File: src/common/fbpse_pkg.sv
// Constants, codes and types for the buffered-program and sector-erase flash controller.
// Summary of operation
// - Every sequence opens with 00aa at 555 then 0055 at 2aa.
// - Third program write is load code 0025 at the sector address.
// - Fourth write gives word count minus one, then 1 to 32 loads follow.
// - After the last load, confirm 0029 at the sector address starts programming.
// - Host should fill the buffer as full as possible for throughput.
// - All loads of one operation lie in one 32-word aligned page.
// - Sector erase: unlock, 0080 at 555, unlock, 0030 at sector.
// - Extra sectors in any order; gaps stay below the window.
// - Hardware reset ends an erase; host then reissues the sequence.
// - Host polls program status at the last loaded address.
package fbpse_pkg;
    localparam int FB_AW = 24;
    localparam int FB_DW = 16;
    localparam logic [FB_AW-1:0] ADDR_UNLOCK1 = 24'h000555;
    localparam logic [FB_AW-1:0] ADDR_UNLOCK2 = 24'h0002aa;
    localparam logic [FB_DW-1:0] CMD_UNLOCK1 = 16'h00aa;
    localparam logic [FB_DW-1:0] CMD_UNLOCK2 = 16'h0055;
    localparam logic [FB_DW-1:0] CMD_BUF_LOAD = 16'h0025;
    localparam logic [FB_DW-1:0] CMD_BUF_CONFIRM = 16'h0029;
    localparam logic [FB_DW-1:0] CMD_ERASE_SETUP = 16'h0080;
    localparam logic [FB_DW-1:0] CMD_SECT_ERASE = 16'h0030;
    localparam logic [FB_DW-1:0] CMD_ABORT_RESET = 16'h00f0;
    localparam int PAGE_LSB = 5;
    localparam int SECT_LSB = 15;
    localparam int DATA_POLLING_BIT = 7;
    localparam int ERASE_TIMER_EXPIRED_BIT = 3;
    localparam int CLK_PERIOD_NS = 20;
    localparam int T_WP_NS = 40;
    localparam int T_WPH_NS = 20;
    localparam int T_ACC_NS = 70;
    localparam int ERASE_ACCEPT_WINDOW_NS = 50000;
    localparam logic [7:0] WP_CYC = 8'((T_WP_NS + CLK_PERIOD_NS - 1) / CLK_PERIOD_NS);
    localparam logic [7:0] WPH_CYC = 8'((T_WPH_NS + CLK_PERIOD_NS - 1) / CLK_PERIOD_NS);
    localparam logic [7:0] ACC_CYC = 8'((T_ACC_NS + CLK_PERIOD_NS - 1) / CLK_PERIOD_NS);
    localparam logic [7:0] SYNC_CYC = 8'h02;
    localparam logic [15:0] ERASE_WIN_CYC = 16'(ERASE_ACCEPT_WINDOW_NS / CLK_PERIOD_NS);
    typedef enum logic [1:0] {FBPSE_OP_PROG, FBPSE_OP_ERASE, FBPSE_OP_ABORT} fbpse_op_t;
endpackage

File: src/common/fbpse_bus_if.sv
// Single flash bus cycle request and answer between sequencer and pin engine.
`timescale 1ns/10ps
interface fbpse_bus_if;
    import fbpse_pkg::*;
    logic req;
    logic wr;
    logic [FB_AW-1:0] addr;
    logic [FB_DW-1:0] wdata;
    logic ack;
    logic [FB_DW-1:0] rdata;
    modport master (output req, output wr, output addr, output wdata, input ack, input rdata);
    modport engine (input req, input wr, input addr, input wdata, output ack, output rdata);
endinterface

File: src/rtl/fbpse_ctrl.sv
// Host sequencer issuing buffered program, sector erase and abort reset sequences.
`timescale 1ns/10ps
module fbpse_ctrl
    import fbpse_pkg::*;
#(
    parameter logic [15:0] GAP_LIMIT = ERASE_WIN_CYC - 16'(WPH_CYC)
) (
    input wire logic clk,
    input wire logic rst_n,
    input wire logic cmd_valid,
    input wire fbpse_op_t cmd_op,
    input wire logic [FB_AW-1:0] cmd_addr,
    input wire logic [4:0] cmd_count,
    output logic cmd_ready,
    input wire logic wr_valid,
    input wire logic [FB_AW-1:0] wr_addr,
    input wire logic [FB_DW-1:0] wr_data,
    output logic wr_ready,
    output logic busy,
    output logic done,
    output logic err,
    output logic erase_timer_expired_bit,
    output logic [FB_AW-1:0] fl_addr,
    input wire logic [FB_DW-1:0] fl_dq_i,
    output logic [FB_DW-1:0] fl_dq_o,
    output logic fl_dq_oe,
    output logic fl_ce_n,
    output logic fl_oe_n,
    output logic fl_we_n,
    output logic fl_rst_n
);
    typedef enum logic [3:0] {S_IDLE, S_U1, S_U2, S_CMD3, S_U4, S_U5, S_COUNT, S_LWAIT, S_LOAD, S_CONF,
        S_SECT, S_GAP, S_POLL3, S_POLL7, S_F0} fbpse_state_t;
    fbpse_state_t st_reg, st_next;
    fbpse_op_t op_reg, op_next;
    logic [FB_AW-1:0] sect_reg, sect_next, lat_reg, lat_next, poll_reg, poll_next;
    logic [FB_AW-PAGE_LSB-1:0] page_reg, page_next;
    logic [FB_DW-1:0] data_reg, data_next;
    logic [4:0] cnt_reg, cnt_next, left_reg, left_next;
    logic [15:0] tmr_reg, tmr_next;
    logic first_reg, first_next, exp_reg, exp_next, err_reg, err_next, done_reg, done_next;
    logic exp3_reg, exp3_next, rst_pin_reg;
    logic cmd_take, wr_take;
    fbpse_bus_if bus ();

    fbpse_cycle u_cycle (
        .clk(clk),
        .rst_n(rst_n),
        .bus(bus),
        .fl_addr(fl_addr),
        .fl_dq_i(fl_dq_i),
        .fl_dq_o(fl_dq_o),
        .fl_dq_oe(fl_dq_oe),
        .fl_ce_n(fl_ce_n),
        .fl_oe_n(fl_oe_n),
        .fl_we_n(fl_we_n)
    );

    // ****************************************
    // Bus cycle per state
    // ****************************************
    always_comb begin
        bus.req = 1'b1;
        bus.wr = 1'b1;
        bus.addr = ADDR_UNLOCK1;
        bus.wdata = CMD_UNLOCK1;
        unique case (st_reg)
            S_U1, S_U4: begin
            end
            S_U2, S_U5: begin
                bus.addr = ADDR_UNLOCK2;
                bus.wdata = CMD_UNLOCK2;
            end
            S_CMD3: begin
                bus.addr = (op_reg == FBPSE_OP_PROG) ? sect_reg : ADDR_UNLOCK1;
                bus.wdata = (op_reg == FBPSE_OP_PROG) ? CMD_BUF_LOAD : CMD_ERASE_SETUP;
            end
            S_COUNT: begin
                bus.addr = sect_reg;
                bus.wdata = {11'h000, cnt_reg};
            end
            S_LOAD: begin
                bus.addr = lat_reg;
                bus.wdata = data_reg;
            end
            S_CONF: begin
                bus.addr = sect_reg;
                bus.wdata = CMD_BUF_CONFIRM;
            end
            S_SECT: begin
                bus.addr = lat_reg;
                bus.wdata = CMD_SECT_ERASE;
            end
            S_F0: begin
                bus.wdata = CMD_ABORT_RESET;
            end
            S_POLL3, S_POLL7: begin
                bus.wr = 1'b0;
                bus.addr = poll_reg;
            end
            S_IDLE, S_LWAIT, S_GAP: begin
                bus.req = 1'b0;
            end
        endcase
    end

    // ****************************************
    // Sequencer
    // ****************************************
    assign cmd_take = cmd_valid && cmd_ready;
    assign wr_take = wr_valid && wr_ready;

    always_comb begin
        st_next = st_reg;
        op_next = op_reg;
        sect_next = sect_reg;
        lat_next = lat_reg;
        poll_next = poll_reg;
        page_next = page_reg;
        data_next = data_reg;
        cnt_next = cnt_reg;
        left_next = left_reg;
        tmr_next = tmr_reg;
        first_next = first_reg;
        exp_next = exp_reg;
        err_next = err_reg;
        exp3_next = exp3_reg;
        done_next = 1'b0;
        unique case (st_reg)
            S_IDLE: begin
                if (cmd_take) begin
                    op_next = cmd_op;
                    sect_next = cmd_addr;
                    lat_next = cmd_addr;
                    poll_next = cmd_addr;
                    cnt_next = cmd_count;
                    left_next = cmd_count;
                    first_next = 1'b1;
                    err_next = 1'b0;
                    exp3_next = 1'b0;
                    exp_next = 1'b1;
                    st_next = S_U1;
                end
            end
            S_U1: if (bus.ack) st_next = S_U2;
            S_U2: begin
                if (bus.ack) begin
                    st_next = (op_reg == FBPSE_OP_ABORT) ? S_F0 : S_CMD3;
                end
            end
            S_CMD3: if (bus.ack) st_next = (op_reg == FBPSE_OP_PROG) ? S_COUNT : S_U4;
            S_U4: if (bus.ack) st_next = S_U5;
            S_U5: if (bus.ack) st_next = S_SECT;
            S_COUNT: if (bus.ack) st_next = S_LWAIT;
            S_LWAIT: begin
                if (wr_take) begin
                    // page bits top down to five
                    if ((!first_reg && wr_addr[FB_AW-1:PAGE_LSB] != page_reg) ||
                        wr_addr[FB_AW-1:SECT_LSB] != sect_reg[FB_AW-1:SECT_LSB]) begin
                        // A foreign load is never sent; the device is parked in abort and reset instead.
                        err_next = 1'b1;
                        op_next = FBPSE_OP_ABORT;
                        st_next = S_U1;
                    end else begin
                        if (first_reg) page_next = wr_addr[FB_AW-1:PAGE_LSB];
                        first_next = 1'b0;
                        lat_next = wr_addr;
                        data_next = wr_data;
                        st_next = S_LOAD;
                    end
                end
            end
            S_LOAD: begin
                if (bus.ack) begin
                    poll_next = lat_reg;
                    exp_next = data_reg[DATA_POLLING_BIT];
                    if (left_reg == 5'h00) begin
                        st_next = S_CONF;
                    end else begin
                        left_next = left_reg - 5'h01;
                        st_next = S_LWAIT;
                    end
                end
            end
            S_CONF: if (bus.ack) st_next = S_POLL7;
            S_SECT: begin
                if (bus.ack) begin
                    tmr_next = 16'h0000;
                    st_next = S_GAP;
                end
            end
            S_GAP: begin
                tmr_next = tmr_reg + 16'h0001;
                if (left_reg == 5'h00) begin
                    st_next = S_POLL3;
                end else if (wr_take) begin
                    lat_next = wr_addr;
                    left_next = left_reg - 5'h01;
                    st_next = S_SECT;
                end else if (tmr_reg >= GAP_LIMIT) begin
                    err_next = 1'b1;
                    st_next = S_POLL3;
                end
            end
            S_POLL3: begin
                if (bus.ack && bus.rdata[ERASE_TIMER_EXPIRED_BIT]) begin
                    exp3_next = 1'b1;
                    st_next = S_POLL7;
                end
            end
            S_POLL7: begin
                if (bus.ack && bus.rdata[DATA_POLLING_BIT] == exp_reg) begin
                    done_next = 1'b1;
                    st_next = S_IDLE;
                end
            end
            S_F0: begin
                if (bus.ack) begin
                    done_next = 1'b1;
                    st_next = S_IDLE;
                end
            end
        endcase
    end

    always_ff @(posedge clk) begin
        if (!rst_n) begin
            st_reg <= S_IDLE;
            op_reg <= FBPSE_OP_PROG;
            sect_reg <= '0;
            lat_reg <= '0;
            poll_reg <= '0;
            page_reg <= '0;
            data_reg <= '0;
            cnt_reg <= 5'h00;
            left_reg <= 5'h00;
            tmr_reg <= 16'h0000;
            first_reg <= 1'b1;
            exp_reg <= 1'b1;
            err_reg <= 1'b0;
            done_reg <= 1'b0;
            exp3_reg <= 1'b0;
            cmd_ready <= 1'b0;
            wr_ready <= 1'b0;
            busy <= 1'b0;
            rst_pin_reg <= 1'b0;
        end else begin
            st_reg <= st_next;
            op_reg <= op_next;
            sect_reg <= sect_next;
            lat_reg <= lat_next;
            poll_reg <= poll_next;
            page_reg <= page_next;
            data_reg <= data_next;
            cnt_reg <= cnt_next;
            left_reg <= left_next;
            tmr_reg <= tmr_next;
            first_reg <= first_next;
            exp_reg <= exp_next;
            err_reg <= err_next;
            done_reg <= done_next;
            exp3_reg <= exp3_next;
            cmd_ready <= (st_next == S_IDLE);
            wr_ready <= (st_next == S_LWAIT) || (st_next == S_GAP && left_next != 5'h00);
            busy <= (st_next != S_IDLE);
            rst_pin_reg <= 1'b1;
        end
    end

    assign done = done_reg;
    assign err = err_reg;
    assign erase_timer_expired_bit = exp3_reg;
    assign fl_rst_n = rst_pin_reg;
endmodule

File: src/rtl/fbpse_cycle.sv
// Pin engine that runs one timed flash write or read cycle per request.
`timescale 1ns/10ps
module fbpse_cycle
    import fbpse_pkg::*;
(
    input wire logic clk,
    input wire logic rst_n,
    fbpse_bus_if.engine bus,
    output logic [FB_AW-1:0] fl_addr,
    input wire logic [FB_DW-1:0] fl_dq_i,
    output logic [FB_DW-1:0] fl_dq_o,
    output logic fl_dq_oe,
    output logic fl_ce_n,
    output logic fl_oe_n,
    output logic fl_we_n
);
    typedef enum logic [2:0] {C_IDLE, C_SETUP, C_STROBE, C_HOLD, C_READ} fbpse_cst_t;
    fbpse_cst_t st_reg, st_next;
    logic [7:0] cnt_reg, cnt_next;
    logic [FB_AW-1:0] addr_reg, addr_next;
    logic [FB_DW-1:0] dq_reg, dq_next, rdata_reg, rdata_next, sync1_reg, sync2_reg;
    logic oe_reg, oe_next, ce_reg, ce_next, rd_reg, rd_next, we_reg, we_next, ack_reg, ack_next;

    // ****************************************
    // Cycle sequencing
    // ****************************************
    always_comb begin
        st_next = st_reg;
        cnt_next = cnt_reg;
        addr_next = addr_reg;
        dq_next = dq_reg;
        rdata_next = rdata_reg;
        oe_next = oe_reg;
        ce_next = ce_reg;
        rd_next = rd_reg;
        we_next = we_reg;
        ack_next = 1'b0;
        unique case (st_reg)
            C_IDLE: begin
                // The answer cycle is skipped so the master can present its next request.
                if (bus.req && !ack_reg) begin
                    addr_next = bus.addr;
                    dq_next = bus.wdata;
                    ce_next = 1'b0;
                    if (bus.wr) begin
                        oe_next = 1'b1;
                        st_next = C_SETUP;
                    end else begin
                        rd_next = 1'b0;
                        cnt_next = ACC_CYC + SYNC_CYC;
                        st_next = C_READ;
                    end
                end
            end
            C_SETUP: begin
                we_next = 1'b0;
                cnt_next = WP_CYC - 8'h01;
                st_next = C_STROBE;
            end
            C_STROBE: begin
                if (cnt_reg == 8'h00) begin
                    we_next = 1'b1;
                    cnt_next = WPH_CYC - 8'h01;
                    st_next = C_HOLD;
                end else begin
                    cnt_next = cnt_reg - 8'h01;
                end
            end
            C_HOLD: begin
                if (cnt_reg == 8'h00) begin
                    ce_next = 1'b1;
                    oe_next = 1'b0;
                    ack_next = 1'b1;
                    st_next = C_IDLE;
                end else begin
                    cnt_next = cnt_reg - 8'h01;
                end
            end
            C_READ: begin
                if (cnt_reg == 8'h00) begin
                    rdata_next = sync2_reg;
                    ce_next = 1'b1;
                    rd_next = 1'b1;
                    ack_next = 1'b1;
                    st_next = C_IDLE;
                end else begin
                    cnt_next = cnt_reg - 8'h01;
                end
            end
        endcase
    end

    always_ff @(posedge clk) begin
        sync1_reg <= fl_dq_i;
        sync2_reg <= sync1_reg;
        if (!rst_n) begin
            st_reg <= C_IDLE;
            cnt_reg <= 8'h00;
            addr_reg <= '0;
            dq_reg <= '0;
            rdata_reg <= '0;
            oe_reg <= 1'b0;
            ce_reg <= 1'b1;
            rd_reg <= 1'b1;
            we_reg <= 1'b1;
            ack_reg <= 1'b0;
        end else begin
            st_reg <= st_next;
            cnt_reg <= cnt_next;
            addr_reg <= addr_next;
            dq_reg <= dq_next;
            rdata_reg <= rdata_next;
            oe_reg <= oe_next;
            ce_reg <= ce_next;
            rd_reg <= rd_next;
            we_reg <= we_next;
            ack_reg <= ack_next;
        end
    end

    assign fl_addr = addr_reg;
    assign fl_dq_o = dq_reg;
    assign fl_dq_oe = oe_reg;
    assign fl_ce_n = ce_reg;
    assign fl_oe_n = rd_reg;
    assign fl_we_n = we_reg;
    assign bus.ack = ack_reg;
    assign bus.rdata = rdata_reg;
endmodule

File: config.mk
export PLATFORM = sky130hd
export DESIGN_NAME = fbpse_ctrl
export DESIGN_NICKNAME = d
export VERILOG_FILES = /design/src/common/fbpse_pkg.sv /design/src/common/fbpse_bus_if.sv /design/src/rtl/fbpse_ctrl.sv /design/src/rtl/fbpse_cycle.sv
export SDC_FILE = /design/constraint.sdc
export NUM_CORES = 1
export LEC_CHECK = 0
export BUFFER_PORTS_ARGS = -buffer_cell sky130_fd_sc_hd__buf_2
export CORE_UTILIZATION = 34
export DETAILED_ROUTE_END_ITERATION = 10
export PLACE_DENSITY = 0.54
export SYNTH_ARGS = -nofsm -noshare
export SYNTH_HDL_FRONTEND = slang
export SYNTH_HIERARCHICAL = 1
export SYNTH_SLANG_ARGS = --single-unit
File: constraint.sdc
create_clock -name clk -period 4.08 [get_ports clk]
set_input_delay 0.204 -clock clk [delete_from_list [all_inputs] [get_ports clk]]
set_output_delay 0.204 -clock clk [all_outputs]
set_load 0.01 [all_outputs]
Word level (Yosys, flattened, before mapping). Index checks and enable logic that the tools add are counted.

Word-level logic and storage cells: 220. Flip-flop bits (word level): 228. Bits of input ports: 91. Output and inout bits: 51.

$add $sub $neg: 3. Eq/ne operators: 43. Muxes and demuxes: 88. Bitwise gates (word level): 1. Order comparisons: 1. Reductions and logical operators: 53.

Operators by type and width (count): $mux W24 (7); $pmux W24 S5 (1); $pmux W16 S7 (1); $mux W4 (20); $pmux W24 S3 (1); $pmux W4 S15 (1); $pmux W24 S2 (1); $mux W8 (5); $eq A4 B4 Y1 const B (8); $pmux W16 S2 (1); $pmux W8 S4 (1); $mux W5 (5); $ne A2 B2 Y1 const B (12); $mux W1 (23); $eq A4 B3 Y1 const B (5); $reduce_and A4 Y1 (5); $ne A19 B19 Y1 (1); $reduce_and A3 Y1 (6); $add A16 B1 Y16 const B (1); $ge A16 B12 Y1 const B (1); $mux W16 (1); $pmux W1 S2 (8); $reduce_bool A2 Y1 (8); $pmux W5 S3 (1); 33 further kinds (65).

Depth between registers and ports, before layout.
Depth after elaboration: 9. Mapped depth: 12. Gate-level depth less buffers: 9.

By module. Netlist, hierarchy kept.

By module, submodules not included: fbpse_ctrl (area each 7643.6 µm², seq. area each 2962.8 µm², instances 1, cells an instance 951); fbpse_cycle (area each 3532.1 µm², seq. area each 2082.0 µm², instances 1, cells an instance 378).

Worst setup path before layout. OpenSTA, ideal clock, no wires.

Kind: reg2reg. From: register st_reg[0] (netlist name). To: register u_cycle.cnt_reg[2]. Required time: 3.958 ns. Path buffers: 3. Period minus slack after synthesis: 2.558 ns. Stages on the path, launching flop included: 11. Setup time: 0.122 ns. Slack: 1.522 ns. Arrival: 2.436 ns. Cells stage by stage: dfxtp_1 buf_2 nand2_1 nor2_2 buf_2 nor2_1 and2b_1 a21boi_0 buf_4 a2111oi_0 a221o_1.

RTL lines: to (signal assigned) (RTL line fbpse_cycle.sv:109) `cnt_reg <= cnt_next;`; to (decl) (RTL line fbpse_cycle.sv:19) `logic [7:0] cnt_reg, cnt_next;`.

==> results.sh <==
export IMPL_cts_tree="yes"
export IMPL_die_width_um=175
export IMPL_status="completed"
export IMPL_grt_pass1_vias=9149
export IMPL_cts_htree_levels=1
export IMPL_hold_path_class="in -> reg"
export IMPL_fin_total_pwr_mw=6.21
export IMPL_syn2layout_area_growth_pct=23.9
export IMPL_place_hpwl_mm=22.0
export IMPL_cp_max_fo=20
export IMPL_cpMostUsedCell="buf_4"
export IMPL_crit_slowest_cell="and3_1"
export IMPL_wl_per_cell_um=17.7
export IMPL_crit_type="reg -> reg"
export IMPL_relSlewSlack_pct=26.0
export IMPL_cts_setup_buffers=0
export IMPL_track_usage_pct=20.7
export IMPL_drt_initial_drc_count=832
export IMPL_worstSetupStartpointType="flip-flop"
export IMPL_ir_worst_vdd_v=0.000251
export IMPL_synth_area_um2=10100
export IMPL_drc=0
export IMPL_synth_yosys_warnings=6
export IMPL_grt_pass1_wl_mm=51.2
export IMPL_gp_congestion=0.908
export IMPL_ios=142
export IMPL_drt_total_wl_mm=32.1
export IMPL_slew_violations=0
export IMPL_port_buffers=127
export IMPL_p_switching_mw=1.94
export IMPL_antenna_cells=0
export IMPL_crit_buf_inv=2
export IMPL_pwr_share_clk_pct=37.5
export IMPL_swShare_pct=31.3
export IMPL_powerDensity_nw_per_um2=495
export IMPL_fill_cells=2968
export IMPL_start_util_pct=35.0
export IMPL_worstSkewPairLatency_ps=520
export IMPL_max_cap_violations=0
export IMPL_finalHoldViolations=0
export IMPL_cts_buffers=25
export IMPL_fin_crit_ps=3030
export IMPL_hold_buffers=63
export IMPL_viasPerCell=5.36
export IMPL_antenna_found_initial=0
export IMPL_synth_cells=1259
export IMPL_internal_power_mw=4.27
export IMPL_avgSynthCellArea_um2=8.06
export IMPL_required_ps=4490
export IMPL_final_cell_mix="210 x dfxtp_1, 206 x nand2_1, 169 x a21oi_1"
export IMPL_crit_chain="buf_4 > nor4_2 > and3_1 > nor2_1 > a21oi_2 > buf_4 > a21oi_1 > a211oi_1"
export IMPL_path_clk_slew_ps=60
export IMPL_grt_max_degree=74
export IMPL_vias=9704
export IMPL_nets=1503
export IMPL_rsz0062_at_grt="no"
export IMPL_critPathArrivalTime_ps=3440
export IMPL_globalRoute_totalOverflow=0
export IMPL_slowest_delay_ps=670
export IMPL_final_layout_size_suffix_gt1_share_pct=15.8
export IMPL_root_buffer="clkbuf_16"
export IMPL_tightestPinTransition_ps=1100
export IMPL_layout_commonest_cell="dfxtp_1"
export IMPL_syn_num_nets=1354
export IMPL_dr_pass1_iters=8
export IMPL_dieArea_um2=30500
export IMPL_seq_power_share_pct=39.9
export IMPL_cts_resized=0
export IMPL_comb_power_share_pct=22.5
export IMPL_fmax_mhz=330
export IMPL_cp_end_kind="flip-flop"
export IMPL_critPathTopFamily="simple AND/OR/NAND/NOR gates"
export IMPL_final_setup_skew_ps=13.1
export IMPL_p_leak_nw=4.54
export IMPL_core_um2=29000
export IMPL_chipHeight_um=175
export IMPL_period_share_pct=74.3
export IMPL_ctsLongestPathBuffers=3
export IMPL_tns_ps=0
export IMPL_setup_viol=0
export IMPL_ant_nets=0
export IMPL_numClockSinks=210
export IMPL_num_rows=62
[worst min-delay path, delay by kind of cell]
kind | cells | cell delay, ps
compound gates | 1 | 50
simple gates | 1 | 70
buf+inv | 1 | 140
[path summary, 6_finish.rpt]
check / startpoint / cells past startpoint / to / slack [ps]
max: st_reg[1] / 8 / lat_reg[11] / 1050
max reg2reg: st_reg[1] / 8 / lat_reg[11] / 1050
min reg2reg: u_cycle/sync1_reg[7] / 0 / u_cycle/sync2_reg[7] / 340
min: wr_addr[9] / 3 / page_reg[4] / 20
[per-stage QoR]
step	cell area, um2	utilization, %	setup WS [ps]	std cells	hold slack [ps]
floorplan	10100	-	1520	1259	232
global placement	11100	38.2	1140	1702	308
detailed placement	11100	38.2	1110	1702	315
CTS	12600	43.3	1070	1810	1.76
global route	12600	43.3	804	1810	13.1
finish	12600	43.3	1050	1810	20.4
[power groups by stage]
stage | Sequential (mW) | Clock [mW] | Combinational, mW
floorplan | 2.46 | 0 | 0.980
global placement | 2.52 | 0 | 1.33
detailed placement | 2.52 | 0 | 1.35
CTS | 2.48 | 2.38 | 1.40
global route | 2.52 | 2.48 | 1.56
finish | 2.48 | 2.33 | 1.40
[routing by layer]
metal | GRT usage, % | part of all wire [%]
met1 | 30.1 | 48
met2 | 31.5 | 44
met3 | 3.15 | 5.8
met4 | 6.20 | 2.5
met5 | 0 | 0
[final cells by class]
| class | instances | area [um2] | area share [%] |
|---|---|---|---|
| multi-input cells | 920 | 5410 | 43.0 |
| flip-flops and latches | 210 | 4200 | 33.5 |
| repair buffers | 218 | 1490 | 11.9 |
| clock buffers | 34 | 699 | 5.57 |
| well taps | 384 | 480 | 3.82 |
| clock inverters | 11 | 160 | 1.27 |
| inverters | 33 | 126 | 1.01 |
Note: power is estimated with default switching activity, not from simulation.
